## src/hdl/uart_shadow_pkg.sv

```systemverilog
// Constants for the UART shadow data port: register map, fields, timing.
// Assumes a 32-bit classic Wishbone slave clocked at 25 MHz.
// Behaviour
// - Shadow read returns received byte, bits 7:0.
// - FIFO off: new character overwrites, flags overrun.
// - FIFO on: shadow read returns receive FIFO head.
// - Full receive FIFO: keep contents, drop, overrun.
// - Sixteen aliased word locations share one data path.
// - Shadow write queues byte for serial or infrared.
// - FIFO off: one write clears holding-empty flag.
// - FIFO off: further writes overwrite pending byte.
// - FIFO on: accept writes up to FIFO depth.
// - Write to full transmit FIFO is discarded.
package uart_shadow_pkg;
   // Documented address of alias five and the alias layout.
   localparam logic [31:0] SHADOW_RX_TX_DATA_5_ADDR = 32'h5000_1044;
   localparam logic [31:0] ALIAS_STRIDE             = 32'h0000_0004;
   localparam logic [31:0] ALIAS_FIVE               = 32'h0000_0005;
   localparam logic [29:0] SHADOW_ALIASES           = 30'h0000_0010;
   localparam logic [31:0] SHADOW_BASE_ADDR         =
      SHADOW_RX_TX_DATA_5_ADDR - ALIAS_FIVE * ALIAS_STRIDE;
   // Control and status registers of this block.
   localparam logic [31:0] CTRL_ADDR        = 32'h5000_1080;
   localparam logic [31:0] LINE_STATUS_ADDR = 32'h5000_1084;
   localparam logic [31:0] IRQ_STATUS_ADDR  = 32'h5000_1088;
   localparam logic [31:0] IRQ_ENABLE_ADDR  = 32'h5000_108C;
   localparam logic [31:0] IRQ_CLEAR_ADDR   = 32'h5000_1090;
   // Control fields and reset value.
   localparam int          CTRL_FIFO_EN_BIT = 0;
   localparam int          CTRL_IR_BIT      = 1;
   localparam logic [1:0]  CTRL_RESET       = 2'h0;
   // Line status fields.
   localparam int          LSR_DR_BIT   = 0;
   localparam int          LSR_OE_BIT   = 1;
   localparam int          LSR_FE_BIT   = 3;
   localparam int          LSR_TX_HOLDING_EMPTY_FLAG_BIT = 5;
   localparam int          LSR_TEMT_BIT = 6;
   // Interrupt status, enable and clear layout.
   localparam int          IRQ_W        = 4;
   localparam int          IRQ_RX_BIT   = 0;
   localparam int          IRQ_OVR_BIT  = 1;
   localparam int          IRQ_TX_HOLDING_EMPTY_FLAG_BIT = 2;
   localparam int          IRQ_FE_BIT   = 3;
   localparam logic [3:0]  IRQ_RESET    = 4'h0;
   // Serial timing: 16 ticks per bit, mid-bit start check, 3/16 IR pulse.
   localparam int          CLK_HZ       = 25_000_000;
   localparam int          OVERSAMPLE   = 16;
   localparam logic [3:0]  TICK_LAST    = 4'hF;
   localparam logic [3:0]  TICK_MID     = 4'h7;
   localparam logic [3:0]  IR_PULSE     = 4'h3;
   localparam logic [4:0]  IR_STRETCH   = 5'h10;
   localparam logic [2:0]  BIT_LAST     = 3'h7;
   localparam int          FIFO_DEPTH_DEFAULT = 16;
endpackage : uart_shadow_pkg

```

## src/hdl/uart_shadow_rx_tx_data_port.sv

```systemverilog
// UART shadow data port: Wishbone slave, receive and transmit paths.
// Assumes one 25 MHz clock, synchronous reset and asynchronous line pins.
//
// The Wishbone interface to the registers was left to the implementer.

// Byte queue that also serves as a single holding register.
module uart_shadow_fifo #(
   parameter int W     = 8,
   parameter int DEPTH = 16
) (
   // Clock and control.
   input  wire logic                         clk_i,
   input  wire logic                         rst_i,
   input  wire logic                         ce_i,
   input  wire logic                         flush_i,
   input  wire logic                         single_i,
   // Fill and drain sides.
   input  wire logic                         push_i,
   input  wire logic [W-1:0]                 din_i,
   input  wire logic                         pop_i,
   output logic      [W-1:0]                 dout_o,
   output logic      [$clog2(DEPTH):0]       count_o,
   output logic                              full_o,
   output logic                              lost_o
);
   localparam int AW = $clog2(DEPTH);
   if (DEPTH < 2 || (DEPTH & (DEPTH - 1)) != 0)
   begin : g_bad_depth
      $error("FIFO depth must be a power of two, at least two.");
   end
   logic [W-1:0]  mem [DEPTH];  // Storage, indexed by pointer.
   logic [AW-1:0] rd_ptr;       // Head index.
   logic [AW-1:0] wr_ptr;       // Tail index.
   logic          do_pop;       // Pop of a present entry.
   logic          do_push;      // Push into a free slot.
   logic          overwrite;    // Single mode replaces the held entry.

   // Full means one entry in single mode, DEPTH entries otherwise.
   always_comb
   begin
      full_o    = single_i ? (count_o != '0) : (count_o == (AW+1)'(DEPTH));
      do_pop    = pop_i && (count_o != '0);
      do_push   = push_i && (!full_o || do_pop);
      overwrite = push_i && single_i && full_o && !do_pop;
      lost_o    = push_i && full_o && !do_pop;
      dout_o    = mem[rd_ptr];
   end

   // Pointers and count; a full queue drops the push unchanged.
   always_ff @(posedge clk_i)
   begin
      if (rst_i || (ce_i && flush_i))
      begin
         rd_ptr  <= '0;
         wr_ptr  <= '0;
         count_o <= '0;
      end
      else if (ce_i)
      begin
         if (do_push)
         begin
            wr_ptr <= wr_ptr + 1'b1;
         end
         if (do_pop)
         begin
            rd_ptr <= rd_ptr + 1'b1;
         end
         count_o <= count_o + (AW+1)'(do_push) - (AW+1)'(do_pop);
      end
   end

   // Data storage; reset clears it so an empty path reads zero, not unknown.
   // The overwrite replaces the unread entry.
   always_ff @(posedge clk_i)
   begin
      if (rst_i)
      begin
         for (int i = 0; i < DEPTH; i++)
         begin
            mem[i] <= '0;
         end
      end
      else if (ce_i && do_push)
      begin
         mem[wr_ptr] <= din_i;
      end
      else if (ce_i && overwrite)
      begin
         mem[rd_ptr] <= din_i;
      end
   end
endmodule // uart_shadow_fifo

module uart_shadow_rx_tx_data_port #(
   parameter int BAUD       = 115200,
   parameter int FIFO_DEPTH = uart_shadow_pkg::FIFO_DEPTH_DEFAULT
) (
   // Clock, reset and clock enable.
   input  wire logic        clk_i,
   input  wire logic        rst_i,
   input  wire logic        ce_i,
   // Wishbone classic slave.
   input  wire logic        cyc_i,
   input  wire logic        stb_i,
   input  wire logic        we_i,
   input  wire logic [31:0] adr_i,
   input  wire logic [3:0]  sel_i,
   input  wire logic [31:0] dat_i,
   output logic      [31:0] dat_o,
   output logic             ack_o,
   // Serial and infrared line pins.
   input  wire logic        sin_i,
   input  wire logic        sir_in_i,
   output logic             sout_o,
   output logic             sir_out_n_o,
   // Interrupt.
   output logic             irq_o
);
   localparam int TICK_DIV = uart_shadow_pkg::CLK_HZ / (BAUD * uart_shadow_pkg::OVERSAMPLE);
   localparam int DW = $clog2(TICK_DIV + 1);
   localparam int CW = $clog2(FIFO_DEPTH) + 1;
   if (TICK_DIV < 1)
   begin : g_bad_baud
      $error("Baud rate too high for the clock.");
   end

   typedef enum logic [3:0] {
      S_IDLE  = 4'b0001,
      S_START = 4'b0010,
      S_DATA  = 4'b0100,
      S_STOP  = 4'b1000
   } line_state_e;

   logic              req;          // New bus request this cycle.
   logic [29:0]       shadow_idx;   // Word index from alias zero.
   logic              shadow_hit;   // Address hits one of the aliases.
   logic              rd_pop;       // Shadow read takes the receive head.
   logic              wr_shadow;    // Shadow write loads the transmit path.
   logic              ctrl_wr;      // Control register write.
   logic              lsr_rd;       // Line status read.
   logic [31:0]       next_rdata;   // Read data for the current address.
   logic              fifo_en;      // FIFOs enabled.
   logic              ir_mode;      // Infrared line selected.
   logic              fifo_flush;   // FIFO mode change empties both queues.
   logic              oe;           // Sticky overrun error.
   logic              fe;           // Sticky framing error.
   logic [3:0]        irq_status;   // Sticky events.
   logic [3:0]        irq_en;       // Interrupt enables.
   logic [3:0]        irq_set;      // Events this cycle.
   logic [3:0]        irq_clr;      // Clear-register write bits.
   logic              tx_holding_empty_flag_q;       // Previous holding-empty flag.
   logic [DW-1:0]     div_cnt;      // Tick divider.
   logic              tick;         // Sixteen-times bit-rate tick.
   logic              sin_m, sin_s; // Serial input synchroniser.
   logic              sir_m, sir_s; // Infrared input synchroniser.
   logic [4:0]        stretch;      // Infrared pulse stretched to one bit.
   logic              rxd;          // Receive line level, normal polarity.
   line_state_e       rx_state;
   logic [3:0]        rx_cnt;
   logic [2:0]        rx_bits;
   logic [7:0]        rx_shift;
   logic              rx_push;      // Good stop bit: character ready.
   logic              fe_evt;       // Bad stop bit.
   logic [7:0]        rx_dout;
   logic [CW-1:0]     rx_count;
   logic              rx_full;
   logic              rx_lost;      // Arrival into a full path.
   line_state_e       tx_state;
   logic [3:0]        tx_cnt;
   logic [2:0]        tx_bits;
   logic [7:0]        tx_shift;
   logic              tx_line;      // Transmit bit level.
   logic              tx_load;      // Transmitter takes the head byte.
   logic [7:0]        tx_dout;
   logic [CW-1:0]     tx_count;
   logic              tx_full;
   logic              dr;           // Data ready.
   logic              tx_holding_empty_flag;         // Transmit holding empty.

   // Bus decode: all sixteen aliases reach the same data path.
   always_comb
   begin
      req        = cyc_i && stb_i && !ack_o;
      shadow_idx = adr_i[31:2] - uart_shadow_pkg::SHADOW_BASE_ADDR[31:2];
      shadow_hit = shadow_idx < uart_shadow_pkg::SHADOW_ALIASES;
      rd_pop     = req && !we_i && shadow_hit;
      wr_shadow  = req && we_i && shadow_hit && sel_i[0];
      ctrl_wr    = req && we_i && sel_i[0]
                   && adr_i[31:2] == uart_shadow_pkg::CTRL_ADDR[31:2];
      lsr_rd     = req && !we_i && adr_i[31:2] == uart_shadow_pkg::LINE_STATUS_ADDR[31:2];
      irq_clr    = (req && we_i && sel_i[0]
                   && adr_i[31:2] == uart_shadow_pkg::IRQ_CLEAR_ADDR[31:2])
                   ? dat_i[3:0] : '0;
      fifo_flush = ctrl_wr && (dat_i[uart_shadow_pkg::CTRL_FIFO_EN_BIT] != fifo_en);
      dr         = rx_count != '0;
      tx_holding_empty_flag       = tx_count == '0;
   end

   // Read multiplexer; unmapped words read zero.
   always_comb
   begin
      next_rdata = '0;
      if (shadow_hit)
      begin
         next_rdata[7:0] = rx_dout;
      end
      else if (adr_i[31:2] == uart_shadow_pkg::CTRL_ADDR[31:2])
      begin
         next_rdata[uart_shadow_pkg::CTRL_FIFO_EN_BIT] = fifo_en;
         next_rdata[uart_shadow_pkg::CTRL_IR_BIT]      = ir_mode;
      end
      else if (adr_i[31:2] == uart_shadow_pkg::LINE_STATUS_ADDR[31:2])
      begin
         next_rdata[uart_shadow_pkg::LSR_DR_BIT]   = dr;
         next_rdata[uart_shadow_pkg::LSR_OE_BIT]   = oe;
         next_rdata[uart_shadow_pkg::LSR_FE_BIT]   = fe;
         next_rdata[uart_shadow_pkg::LSR_TX_HOLDING_EMPTY_FLAG_BIT] = tx_holding_empty_flag;
         next_rdata[uart_shadow_pkg::LSR_TEMT_BIT] = tx_holding_empty_flag && tx_state == S_IDLE;
      end
      else if (adr_i[31:2] == uart_shadow_pkg::IRQ_STATUS_ADDR[31:2])
      begin
         next_rdata[3:0] = irq_status;
      end
      else if (adr_i[31:2] == uart_shadow_pkg::IRQ_ENABLE_ADDR[31:2])
      begin
         next_rdata[3:0] = irq_en;
      end
   end

   // Acknowledge every request after one cycle, mapped or not.
   always_ff @(posedge clk_i)
   begin
      if (rst_i)
      begin
         ack_o <= 1'b0;
         dat_o <= '0;
      end
      else if (ce_i)
      begin
         ack_o <= req;
         if (req)
         begin
            dat_o <= we_i ? '0 : next_rdata;
         end
      end
   end

   // Control and enable registers.
   always_ff @(posedge clk_i)
   begin
      if (rst_i)
      begin
         {ir_mode, fifo_en} <= uart_shadow_pkg::CTRL_RESET;
         irq_en             <= uart_shadow_pkg::IRQ_RESET;
      end
      else if (ce_i)
      begin
         if (ctrl_wr)
         begin
            fifo_en <= dat_i[uart_shadow_pkg::CTRL_FIFO_EN_BIT];
            ir_mode <= dat_i[uart_shadow_pkg::CTRL_IR_BIT];
         end
         if (req && we_i && sel_i[0]
             && adr_i[31:2] == uart_shadow_pkg::IRQ_ENABLE_ADDR[31:2])
         begin
            irq_en <= dat_i[3:0];
         end
      end
   end

   // Sticky errors and events; a set in the clear cycle wins.
   always_comb
   begin
      irq_set = '0;
      irq_set[uart_shadow_pkg::IRQ_RX_BIT]   = rx_push;
      irq_set[uart_shadow_pkg::IRQ_OVR_BIT]  = rx_lost;
      irq_set[uart_shadow_pkg::IRQ_TX_HOLDING_EMPTY_FLAG_BIT] = tx_holding_empty_flag && !tx_holding_empty_flag_q;
      irq_set[uart_shadow_pkg::IRQ_FE_BIT]   = fe_evt;
   end

   always_ff @(posedge clk_i)
   begin
      if (rst_i)
      begin
         oe         <= 1'b0;
         fe         <= 1'b0;
         tx_holding_empty_flag_q     <= 1'b1;
         irq_status <= uart_shadow_pkg::IRQ_RESET;
         irq_o      <= 1'b0;
      end
      else if (ce_i)
      begin
         oe         <= rx_lost || (oe && !lsr_rd);
         fe         <= fe_evt || (fe && !lsr_rd);
         tx_holding_empty_flag_q     <= tx_holding_empty_flag;
         irq_status <= irq_set | (irq_status & ~irq_clr);
         irq_o      <= |(irq_status & irq_en);
      end
   end

   // Tick divider and input synchronisers.
   always_ff @(posedge clk_i)
   begin
      if (rst_i)
      begin
         div_cnt <= '0;
         // Synchronisers start at the idle line levels, so no false start follows reset.
         {sin_m, sin_s, sir_m, sir_s} <= 4'hC;
         stretch <= '0;
      end
      else if (ce_i)
      begin
         div_cnt <= tick ? DW'(TICK_DIV - 1) : div_cnt - 1'b1;
         sin_m   <= sin_i;
         sin_s   <= sin_m;
         sir_m   <= sir_in_i;
         sir_s   <= sir_m;
         // An infrared pulse marks a zero bit lasting one bit time.
         if (sir_s)
         begin
            stretch <= uart_shadow_pkg::IR_STRETCH;
         end
         else if (tick && stretch != '0)
         begin
            stretch <= stretch - 1'b1;
         end
      end
   end

   always_comb
   begin
      tick    = div_cnt == '0;
      rxd     = ir_mode ? (stretch == '0) : sin_s;
      rx_push = rx_state == S_STOP && tick && rx_cnt == uart_shadow_pkg::TICK_LAST && rxd;
      fe_evt  = rx_state == S_STOP && tick && rx_cnt == uart_shadow_pkg::TICK_LAST && !rxd;
      tx_load = tx_state == S_IDLE && tick && tx_count != '0;
   end

   // Receiver: start check at mid-bit, then one sample per bit.
   always_ff @(posedge clk_i)
   begin
      if (rst_i)
      begin
         rx_state <= S_IDLE;
         rx_cnt   <= '0;
         rx_bits  <= '0;
         rx_shift <= '0;
      end
      else if (ce_i)
      begin
         if (tick)
         begin
            rx_cnt <= rx_cnt + 1'b1;
         end
         case (rx_state)
            S_IDLE:
            begin
               rx_cnt <= '0;
               if (!rxd)
               begin
                  rx_state <= S_START;
               end
            end
            S_START:
            begin
               if (tick && rx_cnt == uart_shadow_pkg::TICK_MID)
               begin
                  rx_cnt   <= '0;
                  rx_bits  <= '0;
                  rx_state <= rxd ? S_IDLE : S_DATA;
               end
            end
            S_DATA:
            begin
               if (tick && rx_cnt == uart_shadow_pkg::TICK_LAST)
               begin
                  rx_shift <= {rxd, rx_shift[7:1]};
                  rx_bits  <= rx_bits + 1'b1;
                  if (rx_bits == uart_shadow_pkg::BIT_LAST)
                  begin
                     rx_state <= S_STOP;
                  end
               end
            end
            S_STOP:
            begin
               if (tick && rx_cnt == uart_shadow_pkg::TICK_LAST)
               begin
                  rx_state <= S_IDLE;
               end
            end
            default:
            begin
               rx_state <= S_IDLE;
            end
         endcase
      end
   end

   // Receive path; single mode overwrites the unread byte.
   uart_shadow_fifo #(.W(8), .DEPTH(FIFO_DEPTH)) u_rx_fifo (
      .clk_i    (clk_i),
      .rst_i    (rst_i),
      .ce_i     (ce_i),
      .flush_i  (fifo_flush),
      .single_i (!fifo_en),
      .push_i   (rx_push),
      .din_i    (rx_shift),
      .pop_i    (rd_pop),
      .dout_o   (rx_dout),
      .count_o  (rx_count),
      .full_o   (rx_full),
      .lost_o   (rx_lost)
   );

   // Transmit path; full FIFO drops, single mode overwrites.
   uart_shadow_fifo #(.W(8), .DEPTH(FIFO_DEPTH)) u_tx_fifo (
      .clk_i    (clk_i),
      .rst_i    (rst_i),
      .ce_i     (ce_i),
      .flush_i  (fifo_flush),
      .single_i (!fifo_en),
      .push_i   (wr_shadow),
      .din_i    (dat_i[7:0]),
      .pop_i    (tx_load),
      .dout_o   (tx_dout),
      .count_o  (tx_count),
      .full_o   (tx_full),
      .lost_o   ()
   );

   // Transmitter: start bit, eight data bits LSB first, stop bit.
   always_ff @(posedge clk_i)
   begin
      if (rst_i)
      begin
         tx_state <= S_IDLE;
         tx_cnt   <= '0;
         tx_bits  <= '0;
         tx_shift <= '0;
         tx_line  <= 1'b1;
      end
      else if (ce_i && tick)
      begin
         tx_cnt <= tx_cnt + 1'b1;
         case (tx_state)
            S_IDLE:
            begin
               tx_cnt  <= '0;
               tx_line <= 1'b1;
               if (tx_load)
               begin
                  tx_shift <= tx_dout;
                  tx_line  <= 1'b0;
                  tx_state <= S_START;
               end
            end
            S_START:
            begin
               if (tx_cnt == uart_shadow_pkg::TICK_LAST)
               begin
                  tx_line  <= tx_shift[0];
                  tx_bits  <= '0;
                  tx_state <= S_DATA;
               end
            end
            S_DATA:
            begin
               if (tx_cnt == uart_shadow_pkg::TICK_LAST)
               begin
                  tx_shift <= {1'b1, tx_shift[7:1]};
                  tx_line  <= tx_bits == uart_shadow_pkg::BIT_LAST ? 1'b1 : tx_shift[1];
                  tx_bits  <= tx_bits + 1'b1;
                  if (tx_bits == uart_shadow_pkg::BIT_LAST)
                  begin
                     tx_state <= S_STOP;
                  end
               end
            end
            S_STOP:
            begin
               if (tx_cnt == uart_shadow_pkg::TICK_LAST)
               begin
                  tx_state <= S_IDLE;
               end
            end
            default:
            begin
               tx_state <= S_IDLE;
            end
         endcase
      end
   end

   // Pins: normal line, or a 3/16-bit active-low pulse per zero bit.
   always_ff @(posedge clk_i)
   begin
      if (rst_i)
      begin
         sout_o      <= 1'b1;
         sir_out_n_o <= 1'b1;
      end
      else if (ce_i)
      begin
         sout_o      <= ir_mode || tx_line;
         sir_out_n_o <= !(ir_mode && !tx_line && tx_cnt < uart_shadow_pkg::IR_PULSE);
      end
   end
endmodule // uart_shadow_rx_tx_data_port

```

## config.mk

```make
export PLATFORM = sky130hd
export DESIGN_NAME = uart_shadow_rx_tx_data_port
export DESIGN_NICKNAME = d
export VERILOG_FILES = /design/src/hdl/uart_shadow_pkg.sv /design/src/hdl/uart_shadow_rx_tx_data_port.sv
export SDC_FILE = /design/constraint.sdc
export NUM_CORES = 1
export LEC_CHECK = 0
export ABC_AREA = 1
export BUFFER_PORTS_ARGS = -buffer_cell sky130_fd_sc_hd__buf_4
export CORE_MARGIN = 5
export CORE_UTILIZATION = 41
export DETAILED_ROUTE_END_ITERATION = 10
export GPL_TIMING_DRIVEN = 0
export SYNTH_ARGS = -nofsm -noshare
export SYNTH_HDL_FRONTEND = slang
export SYNTH_SLANG_ARGS = --single-unit
```

## constraint.sdc

```tcl
create_clock -name clk_i -period 6.5 [get_ports clk_i]
set_input_delay 1.3 -clock clk_i [delete_from_list [all_inputs] [get_ports clk_i]]
set_output_delay 1.3 -clock clk_i [all_outputs]
set_load 0.02 [all_outputs]
```

==> results.py <==
metrics = {
    "timing": {
        "finClkSkew_ns": 0.0351,
        "finalMaxSlewViolations": 0,
        "max-slew-margin-rel_pct": 7.10,
        "fmax_ghz": 0.213,
        "fin_crit_sh_pct": 72.3,
        "hold_viol": 0,
        "whs_ns": 0.460,
        "finalSetupTns_ns": 0,
        "period_minus_slack_ns": 4.70,
        "rsz0062_at_grt": "no",
        "worstMarginPinSlew_ns": 1.38,
        "setup_viol": 0,
    },
    "yosys": {
        "synth_warnings": 0,
        "synthXorXnorAreaFrac_pct": 0.509,
        "synthAdderAreaFrac_pct": 1.73,
        "yosys.area_share.simple_pct": 25.5,
        "avgSynthCellArea_um2": 9.16,
        "ys_seq_area_share_pct": 52.3,
        "synth_flop_cell": "edfxtp_1",
        "synth_compound_area_share_pct": 11.5,
        "postSynthCellCount": 2068,
        "syn_area_um2": 18900,
        "ys_types": 62,
        "ys_ff_latch": 367,
        "synth-edff-count": 256,
        "synthMuxAreaShare_pct": 1.53,
        "async_flop_share_pct": 0,
        "synth_top_family_by_area": "simple AND/OR/NAND/NOR gates",
    },
    "power": {
        "power_density_nw_per_um2": 274,
        "p_total_uw": 5920,
        "cellLeakagePower_uw": 0.00780,
        "peakVddDrop_v": 0.000267,
    },
    "hold_path": {
        "hold_path_end": "fe",
        "holdPathStages": 2,
        "hold_path_class": "reg -> reg",
        "hp-start": "fe",
    },
    "run": {
        "cap_violations": 0,
    },
    "route": {
        "wl_um": 58900,
        "vias": 15800,
        "ant_nets": 0,
        "wl_per_cell_um": 20.9,
        "drc": 0,
        "routed_via_density": 5.59,
        "dr.pass1.iters": 6,
        "drt_iter0_markers": 1621,
    },
    "clocking": {
        "tritoncts": "yes",
        "clk_pin_slew_worst_paths_ns": 0.06,
        "insertion_delay_ns": 0.60,
        "clkSinkCount": 367,
        "cts_setup_buffers": 0,
        "htree_levels": 2,
        "cts_inserted_buffers": 42,
        "clockBufferDepth": 3,
        "cts_resized": 0,
        "cts_root_buf": "clkbuf_16",
        "cts_hold_buf": 0,
    },
    "global_route": {
        "grt_use_total_pct": 22.8,
        "grt_max_degree": 14,
        "gr-total-overflow": 0,
        "grt_pass1_vias": 15000,
        "antenna_found_initial": 0,
        "grt_pass1_wl_um": 89500,
    },
    "worst_setup_path": {
        "crit_cells": 18,
        "start_kind": "input port",
        "worstPathMaxFanout": 9,
        "ff2ff_path_depth": 13,
        "r2r_slack_ns": 2.54,
        "cp_num_buf_inv": 2,
        "cp_slowest_cell": "o21ai_0",
        "cp-startpoint": "adr_i[7]",
        "path_cells": "buf_4, nor2_1, nand3_1, nand2_2, nand3_1, nand2_1, nand2_1, nor3_1, nand2_1, nor2_2, nand2_1, nor2_4, nand3_4, nand2_1, nand2_4, inv_2, nand3_4, o21ai_0",
        "cp_common_cell": "nand2_1",
        "r2r-end": "u_tx_fifo.mem[4][4]",
        "critPathKind": "in -> reg",
        "crit_required_ns": 6.70,
        "arrival_ns": 4.90,
        "crit_family": "simple AND/OR/NAND/NOR gates",
        "endpoint_kind": "register",
        "cp_slowest_stage_delay_ns": 1.10,
        "timing.rr.start": "tx_state[3]",
    },
    "die": {
        "start_util_pct": 41.6,
        "dieWidth_um": 225,
        "boundaryPins": 112,
        "rows": 78,
        "dieHeight_um": 225,
        "core_area_um2": 45600,
        "die_area_um2": 50600,
    },
    "status": {
        "outcome": "finished, final reports clean",
    },
    "cells_and_area": {
        "fin_util_pct": 47.4,
        "final_cell_mix": "355 x nor2_1, 256 x edfxtp_1, 249 x nand2_1",
        "syn2layout_area_growth_pct": 14.1,
        "fin_nets": 2292,
        "final_common_cell": "nor2_1",
        "diodes": 0,
        "final_layout_size_suffix_gt1_share_pct": 14.7,
    },
    "placement": {
        "port_buffers": 56,
        "gp_congestion": 1.03,
        "hpwlAfterDp_um": 42800,
    },
}
## tightest hold or removal path, cell delays in order (launching register included)
cell and delay (ns):
dfxtp_1 0.31, nand2_1 0.06, a21oi_1 0.05
## flip-flops by register name, indices dropped and copies added, names as in the netlist, 4 cells and up, named ones only
signal and flops:
irq_status 4, tx_state 4, u_rx_fifo.rd_ptr 4, u_tx_fifo.rd_ptr 4
rx_cnt 4, div_cnt 4, rx_shift 8, u_rx_fifo.wr_ptr 4
u_tx_fifo.count_o 5, irq_en 4, u_tx_fifo.mem 128, u_tx_fifo.wr_ptr 4
tx_shift 8, rx_state 4, tx_cnt 4, u_rx_fifo.mem 128
u_rx_fifo.count_o 5, stretch 5, dat_o 8
## power by group
group | switching (uW) | internal, uW | total, uW | leakage, uW
Clock | 1000 | 1420 | 2430 | 0.000692
Combinational | 547 | 245 | 792 | 0.00374
Sequential | 73.9 | 2630 | 2700 | 0.00337
Total | 1620 | 4300 | 5920 | 0.00780
## synth_stat cells, types with 8 or more instances
library cell / count / area (um^2)
a221oi_1: 9 / 78.8
nor2_2: 12 / 75.1
nor2_1: 355 / 1330
buf_6: 9 / 101
nand2_1: 249 / 935
buf_1: 10 / 37.5
a21oi_1: 102 / 510
inv_2: 20 / 75.1
o221ai_1: 44 / 385
nor2_4: 8 / 90.1
inv_1: 137 / 514
clkbuf_1: 71 / 267
a211oi_1: 11 / 82.6
nor3_2: 51 / 510
buf_4: 27 / 203
nor3_1: 98 / 490
mux2i_1: 29 / 290
o21ai_0: 144 / 721
nand2_2: 27 / 169
o211ai_1: 14 / 105
edfxtp_1: 256 / 7690
nand3_1: 95 / 475
dfxtp_1: 111 / 2220
nand2_4: 13 / 146
ha_1: 23 / 288
clkinv_1: 16 / 60.1
nand4_1: 18 / 113
nand3_2: 11 / 110
nand3_4: 9 / 158
## metrics by stage
stage	instance area, um^2	setup WS, ns	instances
floorplan	19000	2.40	2091
global placement	20200	1.30	2747
detailed placement	20200	1.31	2747
CTS	21600	1.90	2824
global route	21600	1.51	2824
finish	21600	1.80	2824
## area by class of cell
cell class / count / area, um^2
clock buffers: 62 / 1210
repair buffers: 56 / 420
inverters: 175 / 662
well taps: 600 / 751
multi-input cells: 1427 / 7820
flip-flops and latches: 367 / 9910
plain buffers: 122 / 633
fillers: 4259 / 24000
clock inverters: 15 / 208
## metal layers
| layer | routed length, um | global-route usage, % | up-vias |
|---|---|---|---|
| li1 | - | - | 7418 |
| met1 | 25200 | 31.7 | 7560 |
| met2 | 27200 | 36.8 | 703 |
| met3 | 4630 | 3.35 | 118 |
| met4 | 1900 | 7.90 | 0 |
| met5 | 0 | 0 | - |
## kinds of logic after synthesis
family,after synthesis
and+or+nand+nor,975
buffers and inverters,297
adders and majority gates,25
other,1
muxes,29
AOI/OAI and AO/OA,363
xor gates and xnor gates,11
DFF,367
## how the worst max path moves through the flow
stage,slack (ns),endpoint
after detailed placement,1.31,u_tx_fifo.mem[4][4]
after CTS,1.90,u_tx_fifo.mem[4][4]
after floorplan,2.40,u_rx_fifo.count_o[4]
after global routing,1.51,u_tx_fifo.mem[4][4]
after global placement,1.30,u_tx_fifo.mem[4][1]
final,1.80,u_tx_fifo.mem[4][4]
Note: power is estimated with default switching activity, not from simulation.
